**src/inc/etd_pkg.sv**
```systemverilog
package etd_pkg;
  // ==========================================================
  // register byte offsets
  localparam logic [7:0]  REG_MAC_MODE = 8'h00;
  localparam logic [7:0]  REG_DMA_MODE = 8'h04;
  localparam logic [7:0]  REG_TX_REQ   = 8'h08;
  localparam logic [7:0]  REG_RX_REQ   = 8'h0c;
  localparam logic [7:0]  REG_TX_LIST  = 8'h10;
  localparam logic [7:0]  REG_RX_LIST  = 8'h14;
  localparam logic [7:0]  REG_EVT      = 8'h18;
  localparam logic [7:0]  REG_MASK     = 8'h1c;
  localparam logic [7:0]  REG_STATE    = 8'h20;
  // ==========================================================
  // register fields
  localparam int          MM_TXEN      = 0;
  localparam int          MM_FDX       = 1;
  localparam int          REQ_BIT      = 0;
  localparam int          EVT_SENT     = 0;
  localparam int          EVT_COL      = 1;
  localparam int          EVT_CRS      = 2;
  localparam int          NEVT         = 3;
  // ==========================================================
  // descriptor layout
  localparam int          D0_VALID     = 31;
  localparam int          D0_LEND      = 30;
  localparam int          D0_FP_END    = 28;
  localparam int          LEN_W        = 16;
  localparam logic [31:0] W1_OFS       = 32'h4;
  localparam logic [31:0] W2_OFS       = 32'h8;
  localparam logic [31:0] WORD_BYTES   = 32'h4;
  localparam logic [31:0] DESC_BASE    = 32'h10;
  localparam logic [1:0]  LAST_BEAT    = 2'h3;
  localparam logic [3:0]  LAST_IDX     = 4'hf;
  // ==========================================================
  // frame timing in link nibbles
  localparam logic [3:0]  PRE_NIB      = 4'h5;
  localparam logic [3:0]  SFD_NIB      = 4'hd;
  localparam logic [3:0]  PRE_LAST     = 4'hd;
  localparam logic [3:0]  CRC_LAST     = 4'h8;
  localparam logic [4:0]  IFG_NIB      = 5'h18;
  localparam logic [31:0] CRC_POLY     = 32'hedb88320;
  localparam logic [31:0] CRC_INIT     = 32'hffffffff;
  // ==========================================================
  // state machines
  typedef enum logic [2:0] {D_IDLE = 3'b000, D_RD0 = 3'b001, D_RD1 = 3'b010, D_RD2 = 3'b011,
    D_BURST = 3'b100, D_FEED = 3'b101, D_WAITTX = 3'b110, D_WB = 3'b111} etd_dma_t;
  typedef enum logic [2:0] {M_OFF = 3'b000, M_IDLE = 3'b001, M_DEFER = 3'b010, M_PRE = 3'b011,
    M_SFD = 3'b100, M_DATA = 3'b101, M_CRC = 3'b110} etd_mac_t;
endpackage

```
**src/rtl/etd_top.sv**
```systemverilog
// The register offsets and the address-and-strobe port were left to the implementer.
`timescale 1ns/1ns
// Summary of operation
// - setting tx_enable_bit moves the transmitter from off to idle, awaiting DMA.
// - a DMA request makes the MAC frame the data and drive it onto MII.
// - half duplex: wait for no carrier, then one interframe gap, then preamble.
// - full duplex: no carrier sensing, preamble starts right after the request.
// - full duplex back-to-back frames keep an interframe gap after the previous one.
// - preamble, then start delimiter, then data, then CRC, always in that order.
// - a fully sent frame raises the frame_sent_event flag.
// - collision and lost carrier during a frame each raise their own flag.
// - after a frame the MAC idles and starts pending data without software.
// - two DMA channels, transmit and receive, each with its own request and list; only the transmit channel has an engine here.
// - buffer data is fetched in bursts of 16 bytes.
// - the transmit buffer is reachable only by the DMA engine, never by software.
// - writing 1 to tx_request_bit starts descriptor fetching by the engine.
// - a descriptor is read first; its length and address drive the transfer.
// - after its last byte is taken, the descriptor is written back: valid cleared; a frame-end descriptor waits for the frame and stores status.
// - fetching begins at tx_list_start_addr written by software.
// - descriptors are contiguous at the stride given by the descriptor length field.
// - words: control and status, buffer length, buffer address, then padding.
// - the descriptor length setting fixes the padding after the three words.
// - one frame in one buffer, or gathered from several consecutive descriptors.
// - frame position bit0 low means continues, bit0 high means frame end.
// - an invalid descriptor clears tx_request_bit and stops transmission.
// - a new request resumes at the descriptor after the last transmitted.
// - the request is taken only while tx_enable_bit is 1.
module etd_top
  import etd_pkg::*;
(
  // clock and reset
  input  wire logic        clk_in,
  input  wire logic        reset_n_in,
  // register port
  input  wire logic [7:0]  reg_addr_in,
  input  wire logic [31:0] reg_wdata_in,
  input  wire logic        reg_wr_in,
  input  wire logic        reg_rd_in,
  output logic      [31:0] reg_rdata_out,
  // system bus master
  output logic             mem_req_out,
  output logic             mem_we_out,
  output logic             mem_burst_out,
  output logic      [31:0] mem_addr_out,
  output logic      [31:0] mem_wdata_out,
  input  wire logic        mem_ack_in,
  input  wire logic [31:0] mem_rdata_in,
  // mii transmit side
  input  wire logic        mii_tx_clk_in,
  input  wire logic        mii_crs_in,
  input  wire logic        mii_col_in,
  output logic             mii_tx_en_out,
  output logic      [3:0]  mii_txd_out,
  // event output
  output logic             irq_out
);

  // ==========================================================
  // pin synchronisers
  logic [2:0]      pin_in;
  logic [2:0]      s1_ff;
  logic [2:0]      s2_ff;
  logic [2:0]      s3_ff;
  logic [2:0]      lvl_ff;
  logic            tick;
  logic            crs;
  logic            col;

  assign pin_in = {mii_col_in, mii_crs_in, mii_tx_clk_in};
  // three stages; a level changes only once stages two and three agree
  for (genvar gi = 0; gi < 3; gi++) begin : g_sync
    always_ff @(posedge clk_in or negedge reset_n_in) begin
      if (!reset_n_in) begin
        s1_ff[gi]  <= 1'h0;
        s2_ff[gi]  <= 1'h0;
        s3_ff[gi]  <= 1'h0;
        lvl_ff[gi] <= 1'h0;
      end else begin
        s1_ff[gi] <= pin_in[gi];
        s2_ff[gi] <= s1_ff[gi];
        s3_ff[gi] <= s2_ff[gi];
        if (s2_ff[gi] == s3_ff[gi]) begin
          lvl_ff[gi] <= s3_ff[gi];
        end
      end
    end
  end
  assign tick = s2_ff[0] & s3_ff[0] & ~lvl_ff[0];
  assign crs  = lvl_ff[1];
  assign col  = lvl_ff[2];

  // ==========================================================
  // software registers
  logic            txen_ff;
  logic            fdx_ff;
  logic [1:0]      dl_ff;
  logic            tx_req_ff;
  logic            rx_req_ff;
  logic [31:0]     tx_list_ff;
  logic [31:0]     rx_list_ff;
  logic [NEVT-1:0] evt_ff;
  logic [NEVT-1:0] mask_ff;
  logic [NEVT-1:0] evt_set;
  logic [31:0]     rdata_ff;
  logic            dma_stop;
  logic            req_wr;
  etd_dma_t        dst_ff;
  etd_mac_t        mst_ff;

  assign req_wr = reg_wr_in && reg_addr_in == REG_TX_REQ && reg_wdata_in[REQ_BIT];

  // plain configuration registers; the rx list only holds the receive channel setup
  always_ff @(posedge clk_in or negedge reset_n_in) begin
    if (!reset_n_in) begin
      txen_ff    <= 1'h0;
      fdx_ff     <= 1'h0;
      dl_ff      <= 2'h0;
      tx_list_ff <= '0;
      rx_list_ff <= '0;
      mask_ff    <= '0;
    end else if (reg_wr_in) begin
      case (reg_addr_in)
        REG_MAC_MODE: begin
          txen_ff <= reg_wdata_in[MM_TXEN];
          fdx_ff  <= reg_wdata_in[MM_FDX];
        end
        REG_DMA_MODE: dl_ff <= reg_wdata_in[1:0];
        REG_TX_LIST:  tx_list_ff <= reg_wdata_in;
        REG_RX_LIST:  rx_list_ff <= reg_wdata_in;
        REG_MASK:     mask_ff <= reg_wdata_in[NEVT-1:0];
        default: ;
      endcase
    end
  end

  // request bits; a software set beats the engine's own clear
  always_ff @(posedge clk_in or negedge reset_n_in) begin
    if (!reset_n_in) begin
      tx_req_ff <= 1'h0;
      rx_req_ff <= 1'h0;
    end else begin
      if (req_wr && txen_ff) begin
        tx_req_ff <= 1'h1;
      end else if (dma_stop) begin
        tx_req_ff <= 1'h0;
      end
      if (reg_wr_in && reg_addr_in == REG_RX_REQ) begin
        rx_req_ff <= reg_wdata_in[REQ_BIT];
      end
    end
  end

  // sticky events, write one to clear, set wins over clear
  always_ff @(posedge clk_in or negedge reset_n_in) begin
    if (!reset_n_in) begin
      evt_ff <= '0;
    end else if (reg_wr_in && reg_addr_in == REG_EVT) begin
      evt_ff <= (evt_ff & ~reg_wdata_in[NEVT-1:0]) | evt_set;
    end else begin
      evt_ff <= evt_ff | evt_set;
    end
  end
  assign irq_out = |(evt_ff & mask_ff);

  // read port; the transmit buffer has no address here at all
  always_ff @(posedge clk_in or negedge reset_n_in) begin
    if (!reset_n_in) begin
      rdata_ff <= '0;
    end else begin
      rdata_ff <= '0;
      if (reg_rd_in) begin
        case (reg_addr_in)
          REG_MAC_MODE: rdata_ff <= 32'({fdx_ff, txen_ff});
          REG_DMA_MODE: rdata_ff <= 32'(dl_ff);
          REG_TX_REQ:   rdata_ff <= 32'(tx_req_ff);
          REG_RX_REQ:   rdata_ff <= 32'(rx_req_ff);
          REG_TX_LIST:  rdata_ff <= tx_list_ff;
          REG_RX_LIST:  rdata_ff <= rx_list_ff;
          REG_EVT:      rdata_ff <= 32'(evt_ff);
          REG_MASK:     rdata_ff <= 32'(mask_ff);
          REG_STATE:    rdata_ff <= 32'({1'h0, mst_ff, 1'h0, dst_ff});
          default:      rdata_ff <= '0;
        endcase
      end
    end
  end
  assign reg_rdata_out = rdata_ff;

  // ==========================================================
  // transmit dma engine
  logic [31:0]     cur_ff;
  logic [31:0]     ctl_ff;
  logic [LEN_W-1:0] rem_ff;
  logic [1:0]      beat_ff;
  logic [3:0]      idx_ff;
  logic [31:0]     maddr_ff;
  logic [31:0]     mwdata_ff;
  logic [31:0]     blk_ff [4];
  logic [31:0]     stride;
  logic [31:0]     wb_word;
  logic            tx_valid;
  logic            tx_last;
  logic [7:0]      tx_byte;
  logic            byte_take;
  logic            done_ff;
  logic            col_fr_ff;
  logic            crs_fr_ff;

  assign stride   = DESC_BASE << dl_ff;
  assign dma_stop = dst_ff == D_RD0 && mem_ack_in && !mem_rdata_in[D0_VALID];
  // end-of-frame descriptors carry the link result, others keep their status
  assign wb_word  = ctl_ff[D0_FP_END] ?
                    {1'h0, ctl_ff[30:2], crs_fr_ff, col_fr_ff} : {1'h0, ctl_ff[30:0]};
  assign tx_valid = dst_ff == D_FEED;
  assign tx_last  = tx_valid && ctl_ff[D0_FP_END] && rem_ff == 16'h1;
  assign tx_byte  = blk_ff[idx_ff[3:2]][8*idx_ff[1:0] +: 8];

  // descriptor walk; a 16-byte block is fetched only after the previous one drains
  always_ff @(posedge clk_in or negedge reset_n_in) begin
    if (!reset_n_in) begin
      dst_ff   <= D_IDLE;
      cur_ff   <= '0;
      ctl_ff   <= '0;
      rem_ff   <= '0;
      beat_ff  <= 2'h0;
      idx_ff   <= 4'h0;
      maddr_ff <= '0;
      for (int i = 0; i < 4; i++) begin
        blk_ff[i] <= '0;
      end
    end else begin
      unique case (dst_ff)
        D_IDLE: if (tx_req_ff) begin
          maddr_ff <= cur_ff;
          dst_ff   <= D_RD0;
        end
        D_RD0: if (mem_ack_in) begin
          ctl_ff <= mem_rdata_in;
          if (mem_rdata_in[D0_VALID]) begin
            maddr_ff <= cur_ff + W1_OFS;
            dst_ff   <= D_RD1;
          end else begin
            dst_ff <= D_IDLE;
          end
        end
        D_RD1: if (mem_ack_in) begin
          rem_ff   <= mem_rdata_in[LEN_W-1:0];
          maddr_ff <= cur_ff + W2_OFS;
          dst_ff   <= D_RD2;
        end
        D_RD2: if (mem_ack_in) begin
          if (rem_ff == '0) begin
            maddr_ff <= cur_ff;
            dst_ff   <= D_WB;
          end else begin
            maddr_ff <= mem_rdata_in;
            beat_ff  <= 2'h0;
            dst_ff   <= D_BURST;
          end
        end
        D_BURST: if (mem_ack_in) begin
          blk_ff[beat_ff] <= mem_rdata_in;
          beat_ff         <= beat_ff + 2'h1;
          maddr_ff        <= maddr_ff + WORD_BYTES;
          if (beat_ff == LAST_BEAT) begin
            idx_ff <= 4'h0;
            dst_ff <= D_FEED;
          end
        end
        D_FEED: if (byte_take) begin
          rem_ff <= rem_ff - 16'h1;
          idx_ff <= idx_ff + 4'h1;
          if (rem_ff == 16'h1) begin
            if (ctl_ff[D0_FP_END]) begin
              dst_ff <= D_WAITTX;
            end else begin
              maddr_ff <= cur_ff;
              dst_ff   <= D_WB;
            end
          end else if (idx_ff == LAST_IDX) begin
            beat_ff <= 2'h0;
            dst_ff  <= D_BURST;
          end
        end
        D_WAITTX: if (done_ff) begin
          maddr_ff <= cur_ff;
          dst_ff   <= D_WB;
        end
        D_WB: if (mem_ack_in) begin
          cur_ff <= ctl_ff[D0_LEND] ? tx_list_ff : cur_ff + stride;
          dst_ff <= D_IDLE;
        end
      endcase
      if (dst_ff == D_IDLE && reg_wr_in && reg_addr_in == REG_TX_LIST) begin
        cur_ff <= reg_wdata_in;
      end
    end
  end

  // write-back word registered so the bus sees only flip-flop data
  always_ff @(posedge clk_in or negedge reset_n_in) begin
    if (!reset_n_in) begin
      mwdata_ff <= '0;
    end else begin
      mwdata_ff <= wb_word;
    end
  end
  assign mem_req_out   = dst_ff != D_IDLE && dst_ff != D_FEED && dst_ff != D_WAITTX;
  assign mem_we_out    = dst_ff == D_WB;
  assign mem_burst_out = dst_ff == D_BURST;
  assign mem_addr_out  = maddr_ff;
  assign mem_wdata_out = mwdata_ff;

  // ==========================================================
  // mac transmitter
  logic            mtx_en_ff;
  logic [3:0]      txd_ff;
  logic [3:0]      cnt_ff;
  logic            hi_ff;
  logic [3:0]      hold_ff;
  logic            last_ff;
  logic [31:0]     crc_ff;
  logic [4:0]      ifg_ff;
  logic            ifg_done;
  logic            go;
  logic            crs_lost;

  function automatic logic [31:0] crc_nib(input logic [31:0] c, input logic [3:0] d);
    logic [31:0] r;
    r = c;
    for (int i = 0; i < 4; i++) begin
      r = (r[0] ^ d[i]) ? ((r >> 1) ^ CRC_POLY) : (r >> 1);
    end
    return r;
  endfunction

  assign ifg_done  = ifg_ff == IFG_NIB;
  assign go        = ifg_done && (fdx_ff || !crs);
  assign byte_take = tick && mst_ff == M_DATA && !hi_ff && tx_valid;

  // frame sequencer; every link nibble changes on a rising link clock
  always_ff @(posedge clk_in or negedge reset_n_in) begin
    if (!reset_n_in) begin
      mst_ff    <= M_OFF;
      mtx_en_ff <= 1'h0;
      txd_ff    <= 4'h0;
      cnt_ff    <= 4'h0;
      hi_ff     <= 1'h0;
      hold_ff   <= 4'h0;
      last_ff   <= 1'h0;
      crc_ff    <= CRC_INIT;
      done_ff   <= 1'h0;
    end else begin
      done_ff <= 1'h0;
      if (!txen_ff) begin
        mst_ff    <= M_OFF;
        mtx_en_ff <= 1'h0;
      end else begin
        unique case (mst_ff)
          M_OFF: mst_ff <= M_IDLE;
          M_IDLE, M_DEFER: if (tx_valid) begin
            if (go) begin
              mst_ff <= M_PRE;
              cnt_ff <= 4'h0;
              crc_ff <= CRC_INIT;
            end else begin
              mst_ff <= M_DEFER;
            end
          end
          M_PRE: if (tick) begin
            mtx_en_ff <= 1'h1;
            txd_ff    <= PRE_NIB;
            cnt_ff    <= cnt_ff + 4'h1;
            if (cnt_ff == PRE_LAST) begin
              mst_ff <= M_SFD;
              hi_ff  <= 1'h0;
            end
          end
          M_SFD: if (tick) begin
            txd_ff <= hi_ff ? SFD_NIB : PRE_NIB;
            hi_ff  <= !hi_ff;
            if (hi_ff) begin
              mst_ff <= M_DATA;
            end
          end
          M_DATA: if (tick) begin
            if (!hi_ff) begin
              txd_ff  <= tx_byte[3:0];
              hold_ff <= tx_byte[7:4];
              last_ff <= tx_last;
              crc_ff  <= crc_nib(crc_ff, tx_byte[3:0]);
              hi_ff   <= 1'h1;
            end else begin
              txd_ff <= hold_ff;
              crc_ff <= crc_nib(crc_ff, hold_ff);
              hi_ff  <= 1'h0;
              if (last_ff) begin
                mst_ff <= M_CRC;
                cnt_ff <= 4'h0;
              end
            end
          end
          M_CRC: if (tick) begin
            cnt_ff <= cnt_ff + 4'h1;
            if (cnt_ff == CRC_LAST) begin
              mtx_en_ff <= 1'h0;
              mst_ff    <= M_IDLE;
              done_ff   <= 1'h1;
            end else begin
              txd_ff <= ~crc_ff[3:0];
              crc_ff <= {4'h0, crc_ff[31:4]};
            end
          end
          default: mst_ff <= M_OFF;
        endcase
      end
    end
  end
  assign mii_tx_en_out = mtx_en_ff;
  assign mii_txd_out   = txd_ff;

  // gap counter restarts on own frames and, in half duplex, on carrier
  always_ff @(posedge clk_in or negedge reset_n_in) begin
    if (!reset_n_in) begin
      ifg_ff <= IFG_NIB;
    end else if (mtx_en_ff || (!fdx_ff && crs)) begin
      ifg_ff <= 5'h0;
    end else if (tick && !ifg_done) begin
      ifg_ff <= ifg_ff + 5'h1;
    end
  end

  // per-frame link faults, reported in the write-back status
  always_ff @(posedge clk_in or negedge reset_n_in) begin
    if (!reset_n_in) begin
      col_fr_ff <= 1'h0;
      crs_fr_ff <= 1'h0;
    end else if (mst_ff == M_PRE && !mtx_en_ff) begin
      col_fr_ff <= 1'h0;
      crs_fr_ff <= 1'h0;
    end else if (mtx_en_ff) begin
      col_fr_ff <= col_fr_ff | col;
      crs_fr_ff <= crs_fr_ff | crs_lost;
    end
  end
  // our own carrier comes back through the synchroniser a few clocks late,
  // so carrier is judged only once the preamble state has been left
  assign crs_lost = mtx_en_ff && mst_ff != M_PRE && !fdx_ff && !crs;
  assign evt_set  = {crs_lost, mtx_en_ff && col, done_ff};
endmodule

```
**config.mk**
```make
export PLATFORM = sky130hd
export DESIGN_NAME = etd_top
export DESIGN_NICKNAME = d
export VERILOG_FILES = /design/src/inc/etd_pkg.sv /design/src/rtl/etd_top.sv
export SDC_FILE = /design/constraint.sdc
export NUM_CORES = 1
export LEC_CHECK = 0
export BUFFER_PORTS_ARGS = -buffer_cell sky130_fd_sc_hd__buf_2
export CAP_MARGIN = 20
export CELL_PAD_IN_SITES_DETAIL_PLACEMENT = 1
export CELL_PAD_IN_SITES_GLOBAL_PLACEMENT = 2
export CORE_MARGIN = 4
export CORE_UTILIZATION = 32
export CTS_BUF_LIST = sky130_fd_sc_hd__clkbuf_8
export CTS_CLUSTER_SIZE = 12
export DETAILED_ROUTE_END_ITERATION = 10
export PLACE_DENSITY = 0.77
export REMOVE_ABC_BUFFERS = 1
export SYNTH_ARGS = -nofsm -noshare
export SYNTH_HDL_FRONTEND = slang
export SYNTH_SLANG_ARGS = --single-unit
export TNS_END_PERCENT = 30
```
**constraint.sdc**
```tcl
create_clock -name clk_in -period 3.1 [get_ports clk_in]
set_input_delay 0.465 -clock clk_in [delete_from_list [all_inputs] [get_ports clk_in]]
set_output_delay 0.465 -clock clk_in [all_outputs]
set_load 0.05 [all_outputs]
```
==> impl_metrics.env, run 1 <==
export IMPL_status="finished, final reports clean"
export IMPL_yosys_register_bits=457
export IMPL_cts_sinks=457
export IMPL_fp_dieW_um=277.9
export IMPL_synth_area_leader_cell="dfrtp_1"
export IMPL_io_pins=185
export IMPL_grt_pass1_vias=20229
export IMPL_fin_area_mm2=0.02794
export IMPL_synthTopCellsByArea="dfrtp_1 45%, mux2_2 11%, dfstp_2 3.8%"
export IMPL_drive_above_1_share_pct=31.90
export IMPL_hold_viol_final=0
export IMPL_via_per_inst=5.402
export IMPL_syn_area_per_cell_um2=10.94
export IMPL_ys_types=87
export IMPL_design_power_total_mw=21.79
export IMPL_period_share_pct=97.73
export IMPL_core_area_mm2=0.07185
export IMPL_cts_buffers_inserted=83
export IMPL_drc_errors=0
export IMPL_port_buffers=183
export IMPL_place_area_mm2=0.02595
export IMPL_slew_headroom_pct=43.71
export IMPL_cts_max_path_buffers=3
export IMPL_cts_root_buffer="clkbuf_8"
export IMPL_leakage_nw=12.55
export IMPL_setup_violations=0
export IMPL_vdd_ir_drop_max_uv=583.3
export IMPL_synth_flop_cell="dfrtp_1"
export IMPL_post_route_min_period_ns=3.030
export IMPL_required_ns=3.69
export IMPL_grt_usage_pct=20.00
export IMPL_cap_violations=0
export IMPL_end_kind="register"
export IMPL_overflow=0
export IMPL_dr_first_iter_drc_count=1008
export IMPL_hold_class="in2reg"
export IMPL_cts_tree="yes"
export IMPL_antenna_found_initial=5
export IMPL_worstSetupStartpointType="register"
export IMPL_r2r_setup_slack_ns=0.07
export IMPL_fillCellCount=8009
export IMPL_syn_area_mm2=0.02331
export IMPL_dieArea_mm2=0.07723
export IMPL_regArea_mm2=0.01148
export IMPL_async_flop_share_pct=100.0
export IMPL_syn_to_final_growth_pct=19.87
export IMPL_vias=18480
export IMPL_clk_latency_ns=0.70
export IMPL_slew_violations=0
export IMPL_multiInputGateArea_mm2=0.01122
export IMPL_nets=2510
export IMPL_place_congestion=0.8789
export IMPL_row_count=98
export IMPL_drtPass1Iterations=5
export IMPL_worstMarginPinSlew_ns=0.8423
export IMPL_netlist_instances=2131
export IMPL_grt_start_max_net_pins=73
export IMPL_synth_warning_count=0
export IMPL_path_clk_slew_ns=0.06
export IMPL_rsz0062_at_grt="yes"
export IMPL_setup_worst_path_class="reg2reg"
export IMPL_critPathMaxFanout=4
export IMPL_worstPathArrival_ns=3.62
export IMPL_synth_edf_count=0
export IMPL_dp_hpwl_um=55870
export IMPL_finalClockSkew_ns=0.04226
export IMPL_die_h_um=277.9
export IMPL_fin_util_pct=38.89
export IMPL_synth_top_area_share_pct=45.41
export IMPL_initial_utilization_pct=32.44
export IMPL_p_per_area_mw_per_mm2=779.9
export IMPL_drtAntennaViolNets=0
export IMPL_wl_per_cell_um=23.03
export IMPL_clock_fmax_mhz=330.1
export IMPL_cts_max_level=3
export IMPL_wirelength_um=78790
export IMPL_synth_yosys_seq_area_share_pct=49.24
export IMPL_grt_pass1_wl_um=121600
==> final cells by class <==
class                      count  share of cell area [%]
timing repair buffer         334                   8.217
sequential                   457                   41.09
antenna                        1                0.008956
inverter                      26                  0.3672
clock buffer                 101                   4.975
clock inverter                48                  0.9314
multi-input combinational   1504                   40.15
tap                          950                   4.254
==> path summary, 6_finish.rpt <==
| check | depth (start not counted) | start | to |
|---|---|---|---|
| max in group asynchronous | 3 | reset_n_in | crc_ff[26]$_DFFE_PN1P_ |
| hold / removal | 3 | reg_wdata_in[26] | cur_ff[26]$_DFFE_PN0P_ |
| min in group asynchronous | 2 | reset_n_in | rx_list_ff[24]$_DFFE_PN0P_ |
| setup / recovery | 8 | idx_ff[2]$_DFFE_PN0P_ | crc_ff[26]$_DFFE_PN1P_ |
| hold reg to reg | 0 | s1_ff[2]$_DFF_PN0_ | s2_ff[2]$_DFF_PN0_ |
| setup reg to reg | 8 | idx_ff[2]$_DFFE_PN0P_ | crc_ff[26]$_DFFE_PN1P_ |
==> flip-flops by register name (all words and copies together) (netlist names), 16 cells and up <==
signal / count
blk_ff: 128
crc_ff: 32
cur_ff: 32
mem_addr_out: 32
reg_rdata_out: 32
rx_list_ff: 32
tx_list_ff: 32
ctl_ff: 31
mem_wdata_out: 31
rem_ff: 16
==> cell families after synthesis <==
| family | after synthesis | synth area share [%] |
|---|---|---|
| AO/OA/AOI/OAI | 456 | 12.44 |
| XOR/XNOR | 88 | 3.720 |
| adder cells (fa/ha/maj) | 26 | 1.406 |
| buffers and inverters | 170 | 3.113 |
| flip-flops | 457 | 49.24 |
| multiplexers | 337 | 17.79 |
| other | 1 | 0.01609 |
| AND/OR/NAND/NOR | 596 | 12.27 |
==> cell usage after synthesis (5+ instances only) <==
master and instances:
a211oi_1 5, a21oi_1 107, a221o_1 5, a221oi_1 17, a222oi_1 11, a22oi_1 58, a31oi_1 32, and2_1 13
and3_1 10, buf_1 17, buf_2 18, clkbuf_1 101, dfrtp_1 423, dfstp_2 34, ha_1 23, inv_1 25
mux2_1 17, mux2_2 222, mux2i_1 60, mux4_2 38, nand2_1 183, nand2b_1 13, nand3_1 44, nand3b_1 10
nand4_1 18, nor2_1 194, nor2b_1 12, nor3_1 30, nor4_1 18, nor4_2 5, o211ai_1 5, o21a_1 8
o21ai_0 135, o22a_1 6, o22ai_1 10, o311ai_0 9, o31ai_1 6, or2_2 6, or3_1 5, xnor2_1 46
xor2_1 36
==> where the power goes <==
part           internal (mW)  switching [mW]
combinational           2.65            4.98
sequential              7.25            1.19
clock                   3.05            2.66
==> cell usage in the layout (no fill, tap or decap), drive strengths merged, types with 49 or more instances in the layout <==
| cell type | count |
|---|---|
| inv | 60 |
| o21ai | 138 |
| nor2 | 195 |
| mux2i | 60 |
| xnor2 | 49 |
| mux2 | 239 |
| a22oi | 58 |
| clkbuf | 101 |
| dfrtp | 423 |
| nand2 | 184 |
| a21oi | 107 |
| buf | 321 |
==> layer usage <==
metal	GRT usage [%]	routed length, um	share of wire, %
met1	26.15	34390	44
met2	33.88	38890	49
met3	3.207	3574	4.5
met4	6.720	1919	2.4
met5	0	13	0.016
==> timing repair <==
item | CTS | global route
gates resized for setup | 0 | 17
hold endpoints to repair | 63 | 0
endpoints found under the setup margin | 2 | 27
pin swaps | 4 | 5
buffers inserted | 6 | 9
hold buffers | 13 | 0
==> metrics by stage <==
step,std cells,setup WS [ns],hold WS [ns],setup TNS (ns)
5_1_grt,3421,-0.01856,0.01841,-0.06578
2_1_floorplan,1987,-2.972,0.1694,-262.21
6_report,3421,0.07046,0.04768,0
4_1_cts,3411,0.005310,0.0007096,0
3_5_place_dp,3243,0.02977,0.3411,0
3_3_place_gp,3242,0.1151,0.3418,0
==> critical path, cell delays in order, from the launching register on <==
cell	delay, ns
dfrtp_2	0.43
buf_6	0.15
mux4_2	0.50
mux4_2	0.59
buf_4	0.19
and3b_1	0.18
o21a_1	0.22
or3_4	0.35
o311a_1	0.30
No activity file was read; power rests on OpenSTA's default activity.
==> run 2: changes to the inputs <==
- HOLD_SLACK_MARGIN: default -> 0.06
- PLACE_DENSITY: 0.77 -> 0.74
- clock period: 3.1 -> 3.02 ns (I/O delays scaled with it)
==> impl_metrics.env, run 2 (same netlist as run 1, synthesis figures left out) <==
export IMPL_r2r_start="idx_ff[2]$_DFFE_PN0P_"
export IMPL_cts_sinks=457
export IMPL_cts_tree="yes"
export IMPL_dieArea_mm2=0.07723
export IMPL_fin_area_mm2=0.02836
export IMPL_hold_class="in2reg"
export IMPL_slew_violations=0
export IMPL_grt_pass1_wl_um=123800
export IMPL_setup_worst_path_class="reg2reg"
export IMPL_critPathMaxFanout=9
export IMPL_grt_usage_pct=20.40
export IMPL_whs_path_depth=3
export IMPL_worst_path_max_delay_cell="mux4_2"
export IMPL_drive_above_1_share_pct=32.40
export IMPL_grt_pass1_vias=20225
export IMPL_numPlacedInstances=3250
export IMPL_drtAntennaViolNets=0
export IMPL_cts_max_path_buffers=3
export IMPL_final_cells=3442
export IMPL_overflow=0
export IMPL_multiInputGateArea_mm2=0.01131
export IMPL_vdd_ir_drop_max_uv=543.9
export IMPL_setup_violations=0
export IMPL_die_h_um=277.9
export IMPL_period_share_pct=98.97
export IMPL_finalClockSkew_ns=0.06195
export IMPL_cap_violations=0
export IMPL_path_cells="buf_12, mux4_2, mux4_2, xnor2_4, xnor3_2, xnor2_2, o21ai_1, o21ai_1, o221a_2"
export IMPL_registers_top_by_ff_count="blk_ff"
export IMPL_wl_per_cell_um=23.23
export IMPL_syn_to_final_growth_pct=21.66
export IMPL_worstPathArrival_ns=3.58
export IMPL_final_common_cell="dfrtp_1"
export IMPL_hold_start="reg_wdata_in[0]"
export IMPL_regArea_mm2=0.01148
export IMPL_setup_tns_final_ns=0
export IMPL_worstSetupStartpointType="register"
export IMPL_holdWs_ns=0.1201
export IMPL_initial_utilization_pct=32.44
export IMPL_fillCellCount=7972
export IMPL_reg2reg_depth=9
export IMPL_fin_util_pct=39.47
export IMPL_vias=18734
export IMPL_place_congestion=0.8779
export IMPL_post_route_min_period_ns=2.989
export IMPL_status="finished, final reports clean"
export IMPL_worstMarginPinSlew_ns=0.8312
export IMPL_antenna_found_initial=3
export IMPL_worst_path_buf_inv=1
export IMPL_drc_errors=0
export IMPL_port_buffers=183
export IMPL_largest_reg_flops=128
export IMPL_cts_buffers_inserted=85
export IMPL_grt_start_max_net_pins=86
export IMPL_core_area_mm2=0.07185
export IMPL_clock_fmax_mhz=334.6
export IMPL_hold_viol_final=0
export IMPL_clk_latency_ns=0.71
export IMPL_final_cell_mix="420 x dfrtp_1, 220 x mux2_2, 190 x nor2_1, 183 x nand2_1, 182 x buf_2"
export IMPL_path_clk_slew_ns=0.06
export IMPL_io_pins=185
export IMPL_rsz0062_at_grt="yes"
export IMPL_row_count=98
export IMPL_dp_hpwl_um=55700
export IMPL_required_ns=3.61
export IMPL_nets=2542
export IMPL_cts_root_buffer="clkbuf_8"
export IMPL_drtPass1Iterations=6
export IMPL_holdPathEnd="cur_ff[0]$_DFFE_PN0P_"
export IMPL_via_per_inst=5.443
export IMPL_leakage_nw=12.72
export IMPL_slew_headroom_pct=44.45
export IMPL_slowest_delay_ns=0.57
export IMPL_crit_cells=9
export IMPL_cts_max_level=3
export IMPL_fp_dieW_um=277.9
export IMPL_critPathTopFamily="multiplexers"
export IMPL_rr_endpoint="crc_ff[19]$_DFFE_PN1P_"
export IMPL_dr_first_iter_drc_count=1111
export IMPL_end_kind="register"
export IMPL_r2r_setup_slack_ns=0.03
export IMPL_p_per_area_mw_per_mm2=808.1
export IMPL_place_area_mm2=0.02596
export IMPL_wirelength_um=79940
[run 2: cell types whose count changed in the layout (fill, tap and decap cells not counted), moves of 4 or more]
cell	previous run	this run
buf_12	16	12
buf_4	121	126
bufinv_16	1	5
dlygate4sd3_1	13	39
inv_1	54	42
[run 2: cell type report]
class | instances | area share (%)
flip-flops and latches | 457 | 40.49
multi-input cells | 1504 | 39.87
repair buffers | 364 | 8.983
clock buffers | 102 | 4.950
well taps | 950 | 4.191
clock inverters | 38 | 1.143
inverters | 26 | 0.3618
diodes | 1 | 0.008824
[run 2: layer usage]
layer | track usage, % | up-vias | routed length [um]
li1 | - | 8373 | -
met1 | 26.76 | 9749 | 34850
met2 | 33.74 | 455 | 38530
met3 | 3.720 | 155 | 3882
met4 | 7.564 | 2 | 2678
met5 | 0 | - | 10
[run 2: worst max-delay path by stage]
stage	start	endpoint
global route	idx_ff[2]$_DFFE_PN0P_	crc_ff[19]$_DFFE_PN1P_
detailed placement	idx_ff[2]$_DFFE_PN0P_	crc_ff[24]$_DFFE_PN1P_
finish	idx_ff[2]$_DFFE_PN0P_	crc_ff[19]$_DFFE_PN1P_
CTS	idx_ff[2]$_DFFE_PN0P_	crc_ff[19]$_DFFE_PN1P_
floorplan	reg_addr_in[1]	cur_ff[4]$_DFFE_PN0P_
global placement	dst_ff[0]$_DFFE_PN0P_	mem_addr_out[22]$_DFFE_PN0P_
[run 2: metrics by stage]
stage          total power, mW  setup WS, ns
5_1_grt                  24.17      -0.09743
3_3_place_gp             16.29       0.03173
6_report                 22.92       0.03105
4_1_cts                  23.05      -0.02063
3_5_place_dp             16.58      -0.06017
2_1_floorplan            13.33        -3.040
[run 2: tightest hold or removal path, delay by kind of cell]
| family | cells | cell delay, ns |
|---|---|---|
| AO/OA/AOI/OAI | 1 | 0.08 |
| buffers and inverters | 1 | 0.20 |
| AND/OR/NAND/NOR | 1 | 0.06 |
[run 2: power by group]
part	leakage, nW	total (mW)	internal (mW)	switching (mW)
registers	5.94	8.68	7.44	1.24
logic	5.82	8.03	2.81	5.22
clock network	0.958	6.21	3.48	2.73
total	12.7	22.9	13.7	9.19
[run 2: repair_timing]
item | in CTS | in global routing
buffers inserted | 5 | 7
hold buffers | 39 | 0
pin swaps | 3 | 12
gates resized for setup | 4 | 35
setup endpoints to repair | 8 | 55
hold endpoints to repair | 143 | 0
==> run 3: changes to the inputs <==
- SETUP_SLACK_MARGIN: default -> 0.05
==> impl_metrics.env, run 3 (same netlist as run 1, synthesis figures left out) <==
export IMPL_cts_tree="yes"
export IMPL_core_area_mm2=0.07185
export IMPL_clk_latency_ns=0.71
export IMPL_grt_usage_pct=20.41
export IMPL_setup_violations=0
export IMPL_critPathMaxFanout=9
export IMPL_post_route_min_period_ns=2.937
export IMPL_cap_violations=0
export IMPL_rr_endpoint="crc_ff[20]$_DFFE_PN1P_"
export IMPL_via_per_inst=5.422
export IMPL_fp_dieW_um=277.9
export IMPL_final_cell_mix="420 x dfrtp_1, 221 x mux2_2, 189 x nor2_1, 183 x nand2_1, 182 x buf_2"
export IMPL_clock_fmax_mhz=340.5
export IMPL_dr_first_iter_drc_count=1098
export IMPL_place_congestion=0.8779
export IMPL_design_power_total_mw=23.05
export IMPL_cts_max_path_buffers=3
export IMPL_drc_errors=0
export IMPL_end_kind="register"
export IMPL_vdd_ir_drop_max_uv=542.4
export IMPL_antenna_found_initial=3
export IMPL_cts_max_level=3
export IMPL_worstSetupStartpointType="register"
export IMPL_registers_top_by_ff_count="blk_ff"
export IMPL_io_pins=185
export IMPL_hold_viol_final=0
export IMPL_drive_above_1_share_pct=33.16
export IMPL_status="finished, final reports clean"
export IMPL_leakage_nw=12.79
export IMPL_reg2reg_depth=8
export IMPL_hold_class="in2reg"
export IMPL_r2r_setup_slack_ns=0.08
export IMPL_port_buffers=183
export IMPL_p_per_area_mw_per_mm2=808.4
export IMPL_wirelength_um=80370
export IMPL_die_h_um=277.9
export IMPL_r2r_start="idx_ff[2]$_DFFE_PN0P_"
export IMPL_slew_headroom_pct=43.67
export IMPL_setup_worst_path_class="reg2reg"
export IMPL_grt_pass1_wl_um=123800
export IMPL_grt_start_max_net_pins=86
export IMPL_cp_startpoint="idx_ff[2]$_DFFE_PN0P_"
export IMPL_cts_sinks=457
export IMPL_cts_root_buffer="clkbuf_8"
export IMPL_fin_area_mm2=0.02851
export IMPL_drtPass1Iterations=5
export IMPL_rsz0062_at_grt="yes"
export IMPL_syn_to_final_growth_pct=22.32
export IMPL_drtAntennaViolNets=0
export IMPL_row_count=98
export IMPL_worstMarginPinSlew_ns=0.8429
export IMPL_worstPathArrival_ns=3.54
export IMPL_finalClockSkew_ns=0.05697
export IMPL_initial_utilization_pct=32.44
export IMPL_required_ns=3.62
export IMPL_nets=2551
export IMPL_wl_per_cell_um=23.29
export IMPL_place_area_mm2=0.02596
export IMPL_slew_violations=0
export IMPL_grt_pass1_vias=20230
export IMPL_path_clk_slew_ns=0.06
export IMPL_period_share_pct=97.25
export IMPL_whs_path_depth=3
export IMPL_dieArea_mm2=0.07723
export IMPL_final_common_cell="dfrtp_1"
export IMPL_overflow=0
export IMPL_holdPathEnd="cur_ff[0]$_DFFE_PN0P_"
export IMPL_largest_reg_flops=128
export IMPL_hold_start="reg_wdata_in[0]"
export IMPL_fillCellCount=7977
export IMPL_cts_buffers_inserted=85
export IMPL_dp_hpwl_um=55700
export IMPL_vias=18711
run 3: changes by cell type in the layout (fill, tap and decap cells not counted), sizes merged:
cell | previous run | this run
buf | 325 | 334
clkinv | 10 | 11
inv | 47 | 46
run 3: per-layer routing:
metal / vias to the layer above / global-route usage [%] / part of all wire, %
met5: - / 0 / 0.012
met4: 2 / 7.564 / 3.2
li1: 8397 / - / -
met3: 147 / 3.720 / 4.8
met2: 441 / 33.77 / 48
met1: 9724 / 26.77 / 44
run 3: report_power, final:
group / leakage (nW) / internal [mW] / switching, mW
clock network: 0.958 / 3.48 / 2.73
registers: 5.94 / 7.44 / 1.24
logic: 5.89 / 2.88 / 5.27
total: 12.8 / 13.8 / 9.24
run 3: how the worst max path moves through the flow:
stage / end / slack (ns) / cells past startpoint
3_5_place_dp: crc_ff[24]$_DFFE_PN1P_ / -0.06 / 9
3_3_place_gp: mem_addr_out[22]$_DFFE_PN0P_ / 0.03 / 12
5_1_grt: crc_ff[19]$_DFFE_PN1P_ / -0.02 / 9
4_1_cts: crc_ff[19]$_DFFE_PN1P_ / 0.04 / 9
2_1_floorplan: cur_ff[4]$_DFFE_PN0P_ / -3.04 / 6
6_report: crc_ff[20]$_DFFE_PN1P_ / 0.08 / 8
run 3: cell type report:
cell class | instances | area [um2] | area share, %
Timing Repair Buffer | 373 | 2635 | 9.242
Antenna cell | 1 | 2.502 | 0.008777
Sequential cell | 457 | 11480 | 40.27
Tap cell | 950 | 1189 | 4.169
Multi-Input combinational cell | 1504 | 11370 | 39.86
Clock inverter | 38 | 324.1 | 1.137
Inverter | 26 | 110.1 | 0.3862
Clock buffer | 102 | 1404 | 4.924
run 3: repair_timing:
item                       CTS  global route
hold endpoints to repair   143             0
gates cloned                 0             0
setup endpoints to repair   13           159
setup buffers                6            15
hold buffers                39             0
gates resized for setup      5            53
pin swaps                    3            17
run 3: worst max-delay path, stage by stage (launching register included):
cell and delay [ns]:
dfrtp_2 0.40, buf_12 0.14, mux4_2 0.51, mux4_2 0.60, buf_6 0.18, and3b_1 0.17
o21a_1 0.21, or3_4 0.35, o311a_1 0.30
run 3: through the flow:
step           hold slack, ns  utilization, %  cells  worst slack [ns]  TNS (ns)
2_1_floorplan          0.1574               -   1987            -3.040   -283.81
3_3_place_gp           0.3400           36.12   3249           0.03173         0
3_5_place_dp           0.3370           36.13   3250          -0.06017   -0.1977
4_1_cts               0.06664           39.18   3435           0.03894         0
5_1_grt                0.1085           39.68   3451          -0.02114  -0.03671
6_report               0.1221           39.68   3451           0.08312         0
